**config.mk**
```make
export PLATFORM = sky130hd
export DESIGN_NAME = ppfs_top
export DESIGN_NICKNAME = d
export VERILOG_FILES = /design/src/verilog/ppfs_pkg.sv /design/src/verilog/ppfs_top.sv
export SDC_FILE = /design/constraint.sdc
export NUM_CORES = 1
export LEC_CHECK = 0
export ABC_AREA = 1
export BUFFER_PORTS_ARGS = -buffer_cell sky130_fd_sc_hd__buf_2
export CAP_MARGIN = 20
export CORE_MARGIN = 2
export CORE_UTILIZATION = 40
export DETAILED_ROUTE_END_ITERATION = 10
export PLACE_DENSITY_LB_ADDON = 0.15
export REMOVE_ABC_BUFFERS = 1
export SYNTH_ARGS = -nofsm -noshare
export SYNTH_HDL_FRONTEND = slang
export SYNTH_SLANG_ARGS = --single-unit
export TNS_END_PERCENT = 30
```
**constraint.sdc**
```tcl
create_clock -name ref_clk_i -period 3 [get_ports ref_clk_i]
set_input_delay 0.6 -clock ref_clk_i [delete_from_list [all_inputs] [get_ports ref_clk_i]]
set_output_delay 0.6 -clock ref_clk_i [all_outputs]
set_load 0.05 [all_outputs]
```
**src/verilog/ppfs_pkg.sv**
```systemverilog
// package for the port pin function select block
// assumes an 8-bit register address space and one system clock
package ppfs_pkg;

  // ****************************************
  // register offsets
  // ****************************************
  localparam logic [7:0] PPFS_LOC_OFS = 8'hF1; // peripheral_location_config
  localparam logic [7:0] PPFS_SEL_OFS = 8'hF5; // port2_function_and_port1_priority
  localparam logic [7:0] PPFS_DIR_OFS = 8'hFD; // port0_pin_direction

  // ****************************************
  // reset values and writable masks
  // ****************************************
  localparam logic [7:0] PPFS_SEL_RST = 8'h00;
  localparam logic [7:0] PPFS_DIR_RST = 8'h00;
  localparam logic [7:0] PPFS_LOC_RST = 8'h00;
  localparam logic [7:0] PPFS_SEL_MASK = 8'h7F; // top bit reads as zero
  localparam logic [7:0] PPFS_LOC_MASK = 8'h73; // unused bits read as zero

  // ****************************************
  // field positions, priority / function select
  // ****************************************
  localparam int PPFS_PRI_SERIAL_PAIR = 6; // serial_pair_priority
  localparam int PPFS_PRI_S1_T3 = 5; // serial1_vs_timer3_priority
  localparam int PPFS_PRI_T1_T4 = 4; // timer1_vs_timer4_priority
  localparam int PPFS_PRI_S0_T1 = 3; // serial0_vs_timer1_priority
  localparam int PPFS_FN_LSB = 0; // port2 pin 4,3,0 function bits 2:0

  // ****************************************
  // field positions, location select
  // ****************************************
  localparam int PPFS_LOC_T1 = 6;
  localparam int PPFS_LOC_T3 = 5;
  localparam int PPFS_LOC_T4 = 4;
  localparam int PPFS_LOC_S1 = 1;
  localparam int PPFS_LOC_S0 = 0;

  // owner of a port1 pin
  typedef enum logic [2:0] {
    PPFS_OWN_NONE = 3'h0,
    PPFS_OWN_SERIAL0 = 3'h1,
    PPFS_OWN_SERIAL1 = 3'h2,
    PPFS_OWN_TIMER1 = 3'h3,
    PPFS_OWN_TIMER3 = 3'h4,
    PPFS_OWN_TIMER4 = 3'h5
  } ppfs_owner_t;

endpackage

```
**src/verilog/ppfs_top.sv**
```systemverilog
// port pin function select: priority arbitration of port1 pins,
// port2 function select bits and port0 direction register
// assumes claims come from peripherals on ref_clk_i, no synchronisers
//
// Decided for this implementation: the address-and-strobe port.
`timescale 1ns/1ps
module ppfs_top
  import ppfs_pkg::*;
#(
  parameter int PINS = 8
) (
  input wire logic ref_clk_i,
  input wire logic rst_i,
  input wire logic [7:0] addr_i,
  input wire logic [7:0] wdata_i,
  input wire logic wr_i,
  input wire logic rd_i,
  input wire logic [PINS-1:0] serial0_alt1_i,
  input wire logic [PINS-1:0] serial0_alt2_i,
  input wire logic [PINS-1:0] serial1_alt1_i,
  input wire logic [PINS-1:0] serial1_alt2_i,
  input wire logic [PINS-1:0] timer1_alt1_i,
  input wire logic [PINS-1:0] timer1_alt2_i,
  input wire logic [PINS-1:0] timer3_alt1_i,
  input wire logic [PINS-1:0] timer3_alt2_i,
  input wire logic [PINS-1:0] timer4_alt1_i,
  input wire logic [PINS-1:0] timer4_alt2_i,
  output logic [7:0] rdata_o,
  output logic [7:0] port0_dir_o,
  output logic [2:0] port2_function_o,
  output logic [3*PINS-1:0] port1_owner_o
);

  // ****************************************
  // state
  // ****************************************
  typedef struct packed {
    logic [7:0] sel; // function and priority bits
    logic [7:0] dir; // port0 direction
    logic [7:0] loc; // location selects
    logic [7:0] rdata; // read data, one cycle
    logic [3*PINS-1:0] owner; // owner per port1 pin
  } ppfs_state_t;

  ppfs_state_t st_q;
  ppfs_state_t st_d;
  logic [3*PINS-1:0] owner_w; // arbitration result per pin

  // ****************************************
  // per-pin arbitration
  // ****************************************
  // the pair graph is a tree, so at least one claimant always survives;
  // pairs with no priority bit fall back to a fixed order
  for (genvar i = 0; i < PINS; i++) begin : g_pin
    logic c_s0; // claims after location select
    logic c_s1;
    logic c_t1;
    logic c_t3;
    logic c_t4;
    logic k_s0; // claimant beaten by a pair rule
    logic k_s1;
    logic k_t1;
    logic k_t3;
    logic k_t4;
    ppfs_owner_t win;

    // location bit chooses alternative
    assign c_s0 = st_q.loc[PPFS_LOC_S0] ? serial0_alt2_i[i] : serial0_alt1_i[i];
    assign c_s1 = st_q.loc[PPFS_LOC_S1] ? serial1_alt2_i[i] : serial1_alt1_i[i];
    assign c_t1 = st_q.loc[PPFS_LOC_T1] ? timer1_alt2_i[i] : timer1_alt1_i[i];
    assign c_t3 = st_q.loc[PPFS_LOC_T3] ? timer3_alt2_i[i] : timer3_alt1_i[i];
    assign c_t4 = st_q.loc[PPFS_LOC_T4] ? timer4_alt2_i[i] : timer4_alt1_i[i];

    // serial pair and serial0 versus timer1
    assign k_s0 = (c_s0 & c_s1 & st_q.sel[PPFS_PRI_SERIAL_PAIR])
                | (c_s0 & c_t1 & st_q.sel[PPFS_PRI_S0_T1]);
    // serial1 loses to serial0 or timer3
    assign k_s1 = (c_s0 & c_s1 & ~st_q.sel[PPFS_PRI_SERIAL_PAIR])
                | (c_s1 & c_t3 & st_q.sel[PPFS_PRI_S1_T3]);
    // timer3 loses to serial1
    assign k_t3 = c_s1 & c_t3 & ~st_q.sel[PPFS_PRI_S1_T3];
    // timer1 loses to timer4 or serial0
    assign k_t1 = (c_t1 & c_t4 & st_q.sel[PPFS_PRI_T1_T4])
                | (c_s0 & c_t1 & ~st_q.sel[PPFS_PRI_S0_T1]);
    // timer4 loses to timer1
    assign k_t4 = c_t1 & c_t4 & ~st_q.sel[PPFS_PRI_T1_T4];

    // pick the first surviving claimant
    always_comb begin
      if (c_s0 && !k_s0) begin
        win = PPFS_OWN_SERIAL0;
      end else if (c_s1 && !k_s1) begin
        win = PPFS_OWN_SERIAL1;
      end else if (c_t1 && !k_t1) begin
        win = PPFS_OWN_TIMER1;
      end else if (c_t3 && !k_t3) begin
        win = PPFS_OWN_TIMER3;
      end else if (c_t4 && !k_t4) begin
        win = PPFS_OWN_TIMER4;
      end else begin
        win = PPFS_OWN_NONE;
      end
    end

    assign owner_w[3*i +: 3] = win;
  end

  // ****************************************
  // next state
  // ****************************************
  // register writes, one-cycle read data, owner latch
  always_comb begin
    st_d = st_q;
    st_d.rdata = 8'h00; // read data stands one cycle only
    st_d.owner = owner_w;
    if (wr_i) begin
      case (addr_i)
        PPFS_SEL_OFS: begin
          st_d.sel = wdata_i & PPFS_SEL_MASK;
        end
        PPFS_DIR_OFS: begin
          st_d.dir = wdata_i;
        end
        PPFS_LOC_OFS: begin
          st_d.loc = wdata_i & PPFS_LOC_MASK;
        end
        default: begin
          // unmapped writes are dropped
        end
      endcase
    end
    if (rd_i) begin
      case (addr_i)
        PPFS_SEL_OFS: begin
          st_d.rdata = st_q.sel;
        end
        PPFS_DIR_OFS: begin
          st_d.rdata = st_q.dir;
        end
        PPFS_LOC_OFS: begin
          st_d.rdata = st_q.loc;
        end
        default: begin
          st_d.rdata = 8'h00; // unmapped reads answer zero
        end
      endcase
    end
  end

  // ****************************************
  // state register
  // ****************************************
  // synchronous reset clears everything
  always_ff @(posedge ref_clk_i) begin
    if (rst_i) begin
      st_q.sel <= PPFS_SEL_RST;
      st_q.dir <= PPFS_DIR_RST;
      st_q.loc <= PPFS_LOC_RST;
      st_q.rdata <= 8'h00;
      st_q.owner <= '0;
    end else begin
      st_q <= st_d;
    end
  end

  // ****************************************
  // outputs
  // ****************************************
  // plain wires off the flip-flops
  assign rdata_o = st_q.rdata;
  assign port0_dir_o = st_q.dir;
  assign port2_function_o = st_q.sel[PPFS_FN_LSB +: 3];
  assign port1_owner_o = st_q.owner;
endmodule

```
* Word-level counts from Yosys, hierarchy flattened
Cells that the tools add are included.
** Operators by class
- Reduce and logical (&&, ||, !) cells :: 100
- Eq/ne operators :: 3
- Bitwise logic cells :: 125
- Multiplexer cells :: 81
** Operators with widths (number)
- 1-bit bitwise AND :: 96
- 1-bit two-way mux :: 48
- 3-bit two-way mux :: 16
- 1-bit logical AND :: 40
- 1-bit logical NOT :: 40
- 2-bit two-way mux :: 16
- 4-bit OR reduction :: 8
- 8-bit equality test (second input constant) :: 3
- 1-bit bitwise OR :: 24
- 8-bit one-hot mux with 3 select lines :: 1
- 2-bit OR reduction :: 9
- 2-bit AND reduction :: 3
- 1-bit NOT :: 5
** Word-level totals
- Bits in registers :: 52

* Depth between registers and ports, before layout
- Depth in word-level cells :: 10
- Gate-level depth with buffers :: 9

* Least setup slack after synthesis
No wires, ideal clock.
- Path type :: input port to flip-flop
- From :: input addr_i[1]
- To :: register st_q[54] (netlist bit)
- Cell stages on the path :: 7
- Slack :: 1.420 ns
- Arrival :: 1.447 ns
- Setup time :: 0.133 ns
- Cells stage by stage :: inv_1 nand2_1 nor3_4 nand3_2 buf_2 o21ai_1 a21oi_1
** Between the ends
- Cells in the longest elaborated chain, start to end :: 2
** RTL lines
- start: declaration :: line ppfs_top.sv:14 : input wire logic [7:0] addr_i,
- 8-bit equality test :: line ppfs_top.sv:117 : case (addr_i)
- 2-bit AND reduction (no line)
- end signal: assignment :: line ppfs_top.sv:162 : st_q <= st_d;
- end: declaration :: line ppfs_top.sv:45 : ppfs_state_t st_q;
Every way passes these cells.
A chain may end at the register's enable or synchronous reset.

* Worst setup path in the final report
- From :: register st_q[51] (netlist bit)
- To :: register st_q, in the netlist port1_owner_o[21]
** Between the ends
- Cells in the longest elaborated chain, start to end :: 8
** RTL lines
- 1-bit NOT :: line ppfs_top.sv:84 : | (c_s0 & c_t1 & ~st_q.sel[PPFS_PRI_S0_T1]);
- 1-bit bitwise AND :: line ppfs_top.sv:84
- 1-bit bitwise OR :: line ppfs_top.sv:84
- 1-bit logical NOT :: line ppfs_top.sv:94 : end else if (c_t1 && !k_t1) begin
- 1-bit logical AND :: line ppfs_top.sv:94
- 2-bit two-way mux :: line ppfs_top.sv:94
- 2-bit two-way mux :: line ppfs_top.sv:92 : end else if (c_s1 && !k_s1) begin
- 1-bit two-way mux (*) :: line ppfs_top.sv:90 : if (c_s0 && !k_s0) begin
Mark *: on every way between the ends. The rest lies on a longest branch, timed or not.

==> Implementation_results.wiki <==
{| class="wikitable"
! Metric !! Value
|-
| Placement-stage worst setup slack || 0.942 ns
|-
| Kind of capture point of the worst setup path || flop
|-
| Maximum number of buffers from clock root to sink || 2
|-
| Transition time at the pin with the least slew margin || 0.576 ns
|-
| Total routed wirelength || 10200 um
|-
| Hold violation total from the final report || 0
|-
| Routed length per instance || 13.6 um
|-
| Worst path max stage delay || 0.68 ns
|-
| Number of sinks on the clock net || 52
|-
| Maximum capacitance violations || 0
|-
| Share of the clock period used by the worst path || 0.620
|-
| Setup slack of the most critical reg-to-reg path || 1.14 ns
|-
| Post-layout power || 0.00145 W
|-
| Setup slack of the critical path after layout || 1.14 ns
|-
| Detailed-route via count || 3629
|-
| Min Tclk post-route || 1.86 ns
|-
| Setup repair after global routing missed its margin || false
|-
| Cell type of the slowest stage on the worst timing path || sky130_fd_sc_hd__dfxtp_1
|-
| Fill cell instance count of the final layout || 886
|-
| Floorplan row count || 33
|-
| Residual overflow from global routing || 0
|-
| Synth-to-layout area growth || 16.8%
|-
| Data required time at the worst endpoint || 3.24 ns
|-
| Estimated wirelength of the detail-placed design || 7700 um
|-
| Library cell occupying the most area in the post-synthesis netlist || sky130_fd_sc_hd__dfxtp_1
|-
| Total standard cell area after synthesis || 3320 um^2
|-
| Peak ir drop on the vdd network || 0.000212 V
|-
| Final design area excluding fillers || 3870 um^2
|-
| Post-CTS setup-driven buffer insertion count || 0
|-
| Number of distinct standard cells referenced by the synthesized netlist || 24
|-
| Combined area of the multi-input logic cells || 1650 um^2
|-
| Hold_buf cts || 0
|-
| Worst max-slew margin expressed relative to the limit || 0.616
|-
| Number of synthesis warnings || 0
|-
| Clock Skews || 0.00920 ns
|-
| Post-route ant nets || 0
|-
| Cell types occupying the most area after synthesis || sky130_fd_sc_hd__dfxtp_1, sky130_fd_sc_hd__nand2_1, sky130_fd_sc_hd__buf_4
|-
| Worst hold slack after final layout || 0.486 ns
|-
| GPL Wtd Cong || 0.861
|-
| Floorplan die width || 95.1 um
|-
| Setup TNS || 0 ns
|-
| Leak pwr || 2.23 nW
|-
| Outcome || completed
|-
| Critical path cell sequence || clkinv_1 -> nand2_1 -> nand3_1 -> nand2_1 -> nand2_1 -> a21oi_1
|-
| Buffers on Ports || 142
|-
| Largest net degree at the start of global routing || 23
|-
| Path class of the lowest-slack min-delay path || reg -> reg
|-
| Post-synthesis sequential element count || 52
|-
| H-tree depth || 2
|-
| Sort of element at the start of the critical path || flop
|-
| Total Nets Final || 743
|-
| Pwr/cell area || 374 nW/um^2
|-
| Initial Util || 0.408
|-
| Area of all sequential standard cells || 1040 um^2
|-
| Number of clock buffers inserted by TritonCTS || 5
|-
| DR pass1 iterations || 4
|-
| Part of the Yosys area used for sequential elements || 0.314
|-
| Buffer cell driving the clock tree root || sky130_fd_sc_hd__clkbuf_8
|-
| I/O pin count || 143
|-
| Classification of the worst setup path || reg -> reg
|-
| Most common cell on crit path || sky130_fd_sc_hd__nand2_1
|-
| Clock tree from TritonCTS || yes
|-
| All-Layer GR Usage || 0.229
|-
| Achievable Freq || 538 MHz
|-
| Drt initial violations || 127
|-
| Clock edge transition at the registers on the reported setup and hold paths || 0.11 ns
|-
| Via count of the first global-routing pass || 3354
|-
| Number of antenna violations at the first check in global routing || 0
|-
| Wire length of the first global-routing pass || 15700 um
|-
| Avg Cell Area, Syn || 6.03 um^2
|-
| Core ar. || 8130 um^2
|-
| Fraction of layout instances using a drive strength above 1 || 0.253
|-
| Top-area cell type share of the netlist area || 0.314
|-
| ANT cells || 0
|-
| Clock latency reported for the late side of the worst-skew pair || 0.32 ns
|-
| Syn Inst Count || 550
|-
| Arrival @ worst endpoint || 2.10 ns
|-
| Standard cell area after detailed placement || 3780 um^2
|-
| Final slew viol count || 0
|-
| Vertical die dimension || 95.1 um
|-
| Number of gates resized after CTS || 0
|-
| Die footprint || 9040 um^2
|-
| Largest fanout on the critical path || 10
|-
| Via-per-instance ratio || 4.85
|-
| Remaining DRCs || 0
|-
| Endpoints failing setup || 0
|}
cells by family (layout without fill, tap and decap cells):
family / Yosys count / count (layout) / share of synthesized area
compound gates: 69 / 69 / 0.108
buf+inv: 120 / 214 / 0.190
flops: 52 / 52 / 0.314
simple gates: 309 / 309 / 0.389
layer usage:
layer  up-vias  part of all wire  track usage
met2       140              0.49        0.416
met3        16             0.079       0.0332
li1       1870                 -            -
met4         0             0.018       0.0737
met5         -                 0            0
met1      1603              0.41        0.275
cell usage in the layout, fill, tap and decap left out, drive strengths merged, types with 20 or more instances in the layout:
cell type	synthesis	layout
inv	57	60
nor2	27	27
dfxtp	52	52
nand3	57	57
a21oi	44	44
buf	54	144
o21ai	20	20
nand2	215	215
cells in the mapped netlist (all sizes together):
cell type	number
a21oi	44
and2	3
buf	54
clkbuf	4
clkinv	5
dfxtp	52
inv	57
nand2	215
nand2b	3
nand3	57
nand4	1
nor2	27
nor3	3
o211ai	5
o21ai	20
per-stage QoR:
stage          instances   util
2_1_floorplan        492      -
3_3_place_gp         741  0.464
3_5_place_dp         741  0.464
4_1_cts              749  0.476
5_1_grt              749  0.476
6_report             749  0.476
final cells by class:
class / instances / share of cell area
Multi-Input combinational cell: 378 / 0.425
Sequential cell: 52 / 0.269
Timing Repair Buffer: 144 / 0.187
Inverter: 62 / 0.0601
Tap cell: 105 / 0.0339
Clock buffer: 5 / 0.0178
Clock inverter: 3 / 0.00743
worst paths after layout:
kind | from | to | depth (start not counted)
setup / recovery | st_q[51] | port1_owner_o[21] | 6
hold / removal | port2_function_o[2] | port2_function_o[2] | 2
setup reg to reg | st_q[51] | port1_owner_o[21] | 6
hold reg to reg | port2_function_o[2] | port2_function_o[2] | 2
sequential cells by signal, indices dropped and copies added, names as in the netlist:
signal and flops:
port2_function_o 3, port0_dir_o 8, rdata_o 8, st_q 9, port1_owner_o 24
critical path: cells and delay by family, from the launching register on:
kind | cells | cell delay, ns
AOI/OAI and AO/OA | 1 | 0.16
buffers and inverters | 1 | 0.48
DFF | 1 | 0.68
and+or+nand+nor | 4 | 0.47
report_power, final:
| group | switching, W | leakage (nW) | internal, W |
|---|---|---|---|
| sequential | 0.00000551 | 0.423 | 0.000708 |
| clock | 0.000267 | 0.0511 | 0.000177 |
| combinational | 0.000186 | 1.75 | 0.000105 |
No activity file was read; power rests on OpenSTA's default activity.
